## config.mk

```make
export PLATFORM = sky130hd
export DESIGN_NAME = adc_control
export DESIGN_NICKNAME = d
export VERILOG_FILES = /design/src/verilog/adc_control.v
export VERILOG_INCLUDE_DIRS = /design/src /design/src/verilog
export SDC_FILE = /design/constraint.sdc
export NUM_CORES = 1
export LEC_CHECK = 0
export BUFFER_PORTS_ARGS = -buffer_cell sky130_fd_sc_hd__buf_2
export CORE_MARGIN = 8
export CORE_UTILIZATION = 39
export DETAILED_ROUTE_END_ITERATION = 16
export GPL_TIMING_DRIVEN = 0
export PLACE_DENSITY = 0.62
export SLEW_MARGIN = 20
export SYNTH_ARGS = -nofsm -noshare
export SYNTH_HDL_FRONTEND = slang
export SYNTH_SLANG_ARGS = --single-unit
```

## constraint.sdc

```tcl
create_clock -name clock -period 6.8 [get_ports clock]
set_input_delay 2.04 -clock clock [delete_from_list [all_inputs] [get_ports clock]]
set_output_delay 2.04 -clock clock [all_outputs]
set_load 0.02 [all_outputs]
```

## src/verilog/adc_control_regs.vh

```
`ifndef ADC_CONTROL_REGS_VH
`define ADC_CONTROL_REGS_VH
// Register word offsets (one per word, data in low byte)
`define OFF_CHANNEL_SEL     4'h0
`define OFF_REF_GAIN        4'h1
`define OFF_CSR_A           4'h2
`define OFF_CSR_B           4'h3
`define OFF_DIS_LOW         4'h4
`define OFF_DIS_HIGH        4'h5
`define OFF_RESULT_LOW      4'h6
`define OFF_RESULT_HIGH     4'h7
// Control and status A fields
`define CSRA_ENABLE         7
`define CSRA_START          6
`define CSRA_AUTO           5
`define CSRA_DONE           4
`define CSRA_IRQ_EN         3
// Control and status B fields
`define CSRB_LEFT_ADJUST    3
// Reference and gain mask (bits 4:2 reserved)
`define REF_GAIN_MASK       8'hE3
`define CSRB_MASK           8'h0F
`define DIS_HIGH_MASK       8'h0F
// Conversion lengths in converter clocks
`define FIRST_CONV_CYCLES   8'h1A
`define NORMAL_CONV_CYCLES  8'h0F
`endif

```

## src/verilog/adc_control.v

```verilog
// Decided for this implementation: register access over Avalon-MM.
`timescale 1ns/1ps
`default_nettype none
`include "adc_control_regs.vh"

// Contract
// - Reference field bits 7:5 selects conversion reference
// - Reference change applies after conversion completes
// - Reference register bit 2 reads zero
// - Gain field bits 1:0 sets amplification
// - Low byte read locks result until high
// - Left adjust places result high; else low
// - Left adjust change rearranges result immediately
// - Enable clear powers off, aborts conversion
// - Start begins one, or first free-running
// - First conversion 26 clocks, later 15
// - Start reads one while running; zero ignored
// - Auto trigger starts on selected rising edge
// - Done flag sets on finish; clears
// - Interrupt when flag, enable, global enable
// - Prescaler divides system clock 2..128
// - Trigger source ignored without auto trigger
// - Switching to set source counts as edge
// - Selecting free running makes no trigger
// - Disable bit forces pin input zero
// - Second disable register bits 7:4 read zero
// - Channel change applies after conversion completes
module adc_control (
    // Clock and reset
    input  wire        clock,
    input  wire        nrst,
    // Avalon-MM slave
    input  wire [3:0]  address,
    input  wire        read,
    input  wire        write,
    input  wire [31:0] writedata,
    output reg  [31:0] readdata,
    output wire        waitrequest,
    // Analog core
    output reg         converter_power,
    output reg         sample_start,
    output reg  [2:0]  reference_select,
    output wire        external_reference_pin,
    output reg  [1:0]  gain_select,
    output reg  [5:0]  channel_select,
    input  wire [9:0]  core_result,
    // Trigger flags, index 1..7 used
    input  wire [7:1]  trigger_flags,
    // Interrupt
    input  wire        global_irq_enable,
    input  wire        irq_ack,
    output wire        conversion_irq,
    // Pins
    input  wire [11:0] pin_raw,
    output wire [11:0] port_input_bit,
    output wire [11:0] pin_input_disable
);

    // Software-facing registers
    reg  [5:0]  chan_sw_q;        // Channel requested by software
    reg  [7:0]  ref_gain_q;       // Requested reference and gain
    reg         enable_q;
    reg         auto_q;
    reg         done_q;
    reg         irq_en_q;
    reg  [2:0]  prescale_q;
    reg         left_adjust_q;
    reg  [2:0]  trig_src_q;
    reg  [7:0]  dis_low_q;
    reg  [3:0]  dis_high_q;
    // Conversion engine
    reg         busy_q;
    reg         first_q;          // Next conversion initialises
    reg  [7:0]  conv_cnt_q;       // Converter clocks left
    reg  [6:0]  pre_cnt_q;        // Prescaler counter
    reg  [9:0]  result_q;
    reg         lock_q;           // Low read, high pending
    reg         trig_prev_q;
    reg  [2:0]  src_prev_q;       // Trigger source seen last cycle
    reg         ack_q;            // One-cycle answer phase

    // Selected trigger signal; free running uses the done flag
    wire        trig_sel = (trig_src_q == 3'h0) ? done_q : trigger_flags[trig_src_q];
    wire        free_run  = (trig_src_q == 3'h0);
    // Entering free running with the flag already set must not look like an edge
    wire        into_free = free_run & (trig_src_q != src_prev_q);
    // Switching source to a set flag looks like an edge here, except free running
    wire        trig_edge = trig_sel & ~trig_prev_q & ~into_free;
    // Writes and read side effects happen only at the edge that ends the wait
    wire        bus_wr    = write & ack_q;
    wire        bus_rd    = read & ack_q;
    // Read data is fetched during the wait cycle so it stands at the taking edge
    wire        rd_load   = read & ~ack_q;
    wire        wr_csra   = bus_wr & (address == `OFF_CSR_A);
    wire        sw_start  = wr_csra & writedata[`CSRA_START]
                            & writedata[`CSRA_ENABLE];
    wire        auto_go   = enable_q & auto_q & trig_edge;
    wire        start_go  = ~busy_q & (sw_start | auto_go);
    wire        abort     = wr_csra & ~writedata[`CSRA_ENABLE];

    // Prescaler division terminal count
    reg  [6:0]  pre_max;
    always @* begin
        case (prescale_q)
            3'h0, 3'h1: pre_max = 7'h01;
            3'h2:       pre_max = 7'h03;
            3'h3:       pre_max = 7'h07;
            3'h4:       pre_max = 7'h0F;
            3'h5:       pre_max = 7'h1F;
            3'h6:       pre_max = 7'h3F;
            default:    pre_max = 7'h7F;
        endcase
    end
    wire        adc_tick  = (pre_cnt_q >= pre_max);
    wire        conv_end  = busy_q & adc_tick & (conv_cnt_q == 8'h01);

    // Every access answered after one wait cycle
    assign waitrequest = (read | write) & ~ack_q;

    // Answer phase toggles so back-to-back requests each wait once
    always @(posedge clock) begin
        if (!nrst) begin
            ack_q <= 1'b0;
        end else begin
            ack_q <= (read | write) & ~ack_q;
        end
    end

    // Result view, live with left adjust
    wire [15:0] result_view = left_adjust_q ? {result_q, 6'h00}
                                            : {6'h00, result_q};

    // Read data register
    always @(posedge clock) begin
        if (!nrst) begin
            readdata <= 32'h0000_0000;
        end else if (rd_load) begin
            case (address)
                `OFF_CHANNEL_SEL: readdata <= {26'h0, chan_sw_q};
                `OFF_REF_GAIN:    readdata <= {24'h0, ref_gain_q & `REF_GAIN_MASK};
                `OFF_CSR_A:       readdata <= {24'h0, enable_q, busy_q, auto_q,
                                               done_q, irq_en_q, prescale_q};
                `OFF_CSR_B:       readdata <= {28'h0, left_adjust_q, trig_src_q};
                `OFF_DIS_LOW:     readdata <= {24'h0, dis_low_q};
                `OFF_DIS_HIGH:    readdata <= {28'h0, dis_high_q};
                `OFF_RESULT_LOW:  readdata <= {24'h0, result_view[7:0]};
                `OFF_RESULT_HIGH: readdata <= {24'h0, result_view[15:8]};
                default:          readdata <= 32'h0000_0000;  // Unmapped reads zero
            endcase
        end
    end

    // Software register writes and done flag
    always @(posedge clock) begin
        if (!nrst) begin
            chan_sw_q     <= 6'h00;
            ref_gain_q    <= 8'h00;
            enable_q      <= 1'b0;
            auto_q        <= 1'b0;
            done_q        <= 1'b0;
            irq_en_q      <= 1'b0;
            prescale_q    <= 3'h0;
            left_adjust_q <= 1'b0;
            trig_src_q    <= 3'h0;
            dis_low_q     <= 8'h00;
            dis_high_q    <= 4'h0;
        end else begin
            if (bus_wr) begin
                case (address)
                    `OFF_CHANNEL_SEL: chan_sw_q <= writedata[5:0];
                    `OFF_REF_GAIN:    ref_gain_q <= writedata[7:0] & `REF_GAIN_MASK;
                    `OFF_CSR_A: begin
                        enable_q   <= writedata[`CSRA_ENABLE];
                        auto_q     <= writedata[`CSRA_AUTO];
                        irq_en_q   <= writedata[`CSRA_IRQ_EN];
                        prescale_q <= writedata[2:0];
                    end
                    `OFF_CSR_B: begin
                        left_adjust_q <= writedata[`CSRB_LEFT_ADJUST];
                        trig_src_q    <= writedata[2:0];
                    end
                    `OFF_DIS_LOW:  dis_low_q  <= writedata[7:0];
                    `OFF_DIS_HIGH: dis_high_q <= writedata[3:0];
                    default: begin
                        // Unmapped writes dropped
                    end
                endcase
            end
            // Completion sets, winning over clears in the same cycle
            if (conv_end) begin
                done_q <= 1'b1;
            end else if (irq_ack | (wr_csra & writedata[`CSRA_DONE])) begin
                done_q <= 1'b0;
            end
        end
    end

    // Conversion engine: prescaler, counter, result capture
    always @(posedge clock) begin
        if (!nrst) begin
            busy_q           <= 1'b0;
            first_q          <= 1'b1;
            conv_cnt_q       <= 8'h00;
            pre_cnt_q        <= 7'h00;
            result_q         <= 10'h000;
            lock_q           <= 1'b0;
            trig_prev_q      <= 1'b0;
            src_prev_q       <= 3'h0;
            sample_start     <= 1'b0;
            converter_power  <= 1'b0;
            reference_select <= 3'h0;
            gain_select      <= 2'h0;
            channel_select   <= 6'h00;
        end else begin
            trig_prev_q     <= trig_sel;
            src_prev_q      <= trig_src_q;
            sample_start    <= start_go & ~abort;
            converter_power <= enable_q;
            // Prescaler only runs while enabled, saves power otherwise
            // Restart at each start so a conversion lasts whole converter clocks
            pre_cnt_q <= (adc_tick | ~enable_q | start_go) ? 7'h00 : pre_cnt_q + 7'h01;
            // Byte lock: low read sets, high read clears
            if (bus_rd & (address == `OFF_RESULT_LOW)) begin
                lock_q <= 1'b1;
            end else if (bus_rd & (address == `OFF_RESULT_HIGH)) begin
                lock_q <= 1'b0;
            end
            if (abort) begin
                busy_q  <= 1'b0;
                first_q <= 1'b1;
            end else if (start_go) begin
                busy_q     <= 1'b1;
                conv_cnt_q <= first_q ? `FIRST_CONV_CYCLES
                                      : `NORMAL_CONV_CYCLES;
                first_q    <= 1'b0;
            end else if (conv_end) begin
                // Free running with auto trigger restarts via done flag edge
                busy_q <= 1'b0;
                if (!lock_q) begin
                    result_q <= core_result;
                end
            end else if (busy_q & adc_tick) begin
                conv_cnt_q <= conv_cnt_q - 8'h01;
            end
            // Selections follow software only while idle
            if (!busy_q) begin
                reference_select <= ref_gain_q[7:5];
                gain_select      <= ref_gain_q[1:0];
                channel_select   <= chan_sw_q;
            end
        end
    end

    // Codes 100 and above connect the reference pin
    assign external_reference_pin = reference_select[2];
    assign conversion_irq = done_q & irq_en_q & global_irq_enable;
    assign pin_input_disable = {dis_high_q, dis_low_q};

    // Per-pin input gating
    genvar i;
    generate
        for (i = 0; i < 12; i = i + 1) begin : pin_gate
            assign port_input_bit[i] = pin_raw[i] & ~pin_input_disable[i];
        end
    endgenerate

endmodule
`default_nettype wire

```

==> results.yml <==
status:
  status: "finished, final reports clean"
synthesis:
  synth_area_leaders: "dfxtp_1, mux2i_1, nor2_1"
  yosysSeqAreaShare_pct: 39.9
  ys_seq_elements: 88
  synth.most_common_cell: "dfxtp_1"
  synth-main-ff-cell: "dfxtp_1"
  synth_cell_types: 66
  synth_commonest_cells: "dfxtp_1, nor2_1, mux2i_1, buf_4, nand2_1"
  yosys.area.top_type_share_pct: 39.9
  syn_area_per_cell_um2: 9.19
  yosysWarningCount: 0
  async_flop_share_pct: 0
  synth_edf_count: 0
  syn_area_mm2: 0.00441
  synth_top_area_cell: "dfxtp_1"
  synth_cells: 480
floorplan:
  core.rowCount: 39
  start_util_pct: 39.3
  dieWidth_um: 122
  io_pins: 143
  die_h_um: 122
  dieArea_mm2: 0.0150
  core_mm2: 0.0112
global_route:
  groute.usage.overall_pct: 17.6
  first_global_vias: 3933
  antenna_found_initial: 0
  overflow: 0
  grt_first_pass_wirelength_um: 20600
  grt_max_degree: 15
place:
  dpl.hpwl_um: 10000
  place_congestion: 0.887
  io_buffers: 94
  pre_cts_ws_ns: 2.23
final_layout:
  nNetsFinal: 688
  seqCellArea_mm2: 0.00176
  drive_gt1_share_pct: 25.3
  n_antenna_cell: 0
  nFillCells: 1135
  syn2layout_area_growth_pct: 22.9
  multi_input_area_mm2: 0.00241
pwr:
  leakage_nw: 2.38
  combPwrFrac_pct: 9.7
  ir_worst_vdd_mv: 0.174
  p_sw_mw: 0.278
  p_int_mw: 0.820
  seqPwrFrac_pct: 47.7
  switching_share_pct: 25.3
  p_clk_share_pct: 42.6
  powerDensity_mw_per_mm2: 202
setup_path:
  slowest_stage: "buf_2"
  crit_chain: "buf_2, nor2_1, nor2_1, buf_2"
  required_ns: 4.76
  critical_path.startpoint_type: "input port"
  crit_type: "input port to output pin"
  crit_fanout: 5
  end_kind: "output pin"
  critPathMaxStageDelay_ns: 0.19
  crit_arrival_ns: 2.56
sta:
  grt_setup_unrepaired: "no"
  setup_viol_count_final: 0
  fin_setup_tns_ns: 0
  layout_min_cycle_time_ns: 4.60
  finalCritPeriodShare_pct: 67.6
  setup_ws_ns: 2.20
  worst_slew_pin_slew_ns: 0.730
  hold_viol: 0
  slew_headroom_pct: 51.0
  fin_skew_ns: 0.00915
  slew_viol_final: 0
  max_freq_ghz: 0.218
cts:
  clock_sinks: 88
  cts_made_buffers: 9
  cts_tree: "done"
  htree_num_levels: 3
  clk_pin_slew_ns: 0.07
  post_cts_buffers: 0
  clk_latency_ns: 0.35
  hold_buffers: 0
  clockRootBuffer: "clkbuf_16"
  clk_path_buf_depth: 2
  cts_resized: 0
drt:
  via_per_inst: 5.16
  drt_iter0_drc: 219
  drc_errors: 0
  detail-route-antenna-nets: 0
  routed_wl_um: 13000
  via_count: 3902
  dr.pass1.iters: 5
  wl_per_cell_um: 17.1
worst_hold_path:
  hold_class: "flop to flop"
run:
  cap_violations: 0
[kinds of logic (layout without fill, tap and decap cells)]
kind of cell	after synthesis	in the layout	share of synthesized area [%]
muxes	67	67	15.9
buffers and inverters	56	166	7.43
DFF	88	88	39.9
adders and majority gates	9	9	2.55
and+or+nand+nor	173	173	20.8
xor gates and xnor gates	5	5	0.993
AOI/OAI and AO/OA	81	81	12.3
other	1	24	0.0850
[registers in the layout, summed over array words and instances, names as in the netlist, 2 cells and up]
register and flops:
prescale_q 3, conv_cnt_q 8, reference_select 3, gain_select 2
dis_low_q 8, channel_select 6, pre_cnt_q 7, src_prev_q 3
ref_gain_q 5, chan_sw_q 6, trig_src_q 3, result_q 10
readdata 8, dis_high_q 4
[path summary, 6_finish.rpt]
| check | slack (ns) | cells after the start | endpoint | from |
|---|---|---|---|---|
| worst max register to register | 4.08 | 9 | conv_cnt_q[4]$_SDFFE_PN0P_ | prescale_q[2]$_SDFFE_PN0P_ |
| worst max-delay path | 2.20 | 4 | waitrequest | read |
| worst min-delay path | 0.47 | 1 | pre_cnt_q[0]$_SDFF_PP0_ | pre_cnt_q[0]$_SDFF_PP0_ |
| worst min register to register | 0.47 | 1 | pre_cnt_q[0]$_SDFF_PP0_ | pre_cnt_q[0]$_SDFF_PP0_ |
[routing by layer]
layer / up-vias / track usage, % / wire [um]
li1: 1917 / - / -
met1: 1826 / 21.7 / 5830
met2: 144 / 29.1 / 6030
met3: 15 / 5.47 / 910
met5: - / 0 / 0
met4: 0 / 4.65 / 177
[metrics by stage]
step | hold WS, ns | area (um2) | instances | total power, mW | utilization, %
global route | 0.501 | 5420 | 756 | 1.14 | 48.3
floorplan | 0.427 | 4500 | 503 | 0.601 | -
CTS | 0.471 | 5420 | 756 | 1.10 | 48.3
global placement | 0.445 | 5150 | 740 | 0.640 | 45.9
finish | 0.468 | 5420 | 756 | 1.10 | 48.3
detailed placement | 0.456 | 5150 | 740 | 0.640 | 45.9
[layout by cell type, fill, tap and decap left out, drive strengths merged, types with 3 or more instances in the layout]
master and instances:
o21ai 20, inv 8, or4 3, and2 4, a311oi 4, clkbuf 26, nand2b 6, o21a 4
xnor2 3, conb 24, dfxtp 88, nand3 12, buf 130, and3 6, a31oi 8, a22oi 3
nand2 22, a221oi 5, ha 9, a21oi 17, nor4 4, mux2i 61, nor2 77, nor3 10
mux2 4, nor2b 16
[critical path, delay by kind of cell]
| family | cells | cell delay (ns) |
|---|---|---|
| buffers and inverters | 2 | 0.32 |
| and+or+nand+nor | 2 | 0.19 |
[power by group through the flow]
| stage | Combinational, mW | Sequential (mW) | Clock, mW |
|---|---|---|---|
| global placement | 0.104 | 0.536 | 0 |
| detailed placement | 0.105 | 0.536 | 0 |
| finish | 0.106 | 0.524 | 0.468 |
| floorplan | 0.0617 | 0.539 | 0 |
| CTS | 0.105 | 0.524 | 0.473 |
| global route | 0.114 | 0.524 | 0.499 |
[layout make-up]
class	count	share of cell area [%]
Multi-Input combinational cell	359	44.4
Clock inverter	3	0.484
Buffer	49	5.56
Tap cell	143	3.30
Sequential cell	88	32.5
Inverter	7	0.484
Clock buffer	13	4.61
Timing Repair Buffer	94	8.67
(Power assumes the default switching activity.)
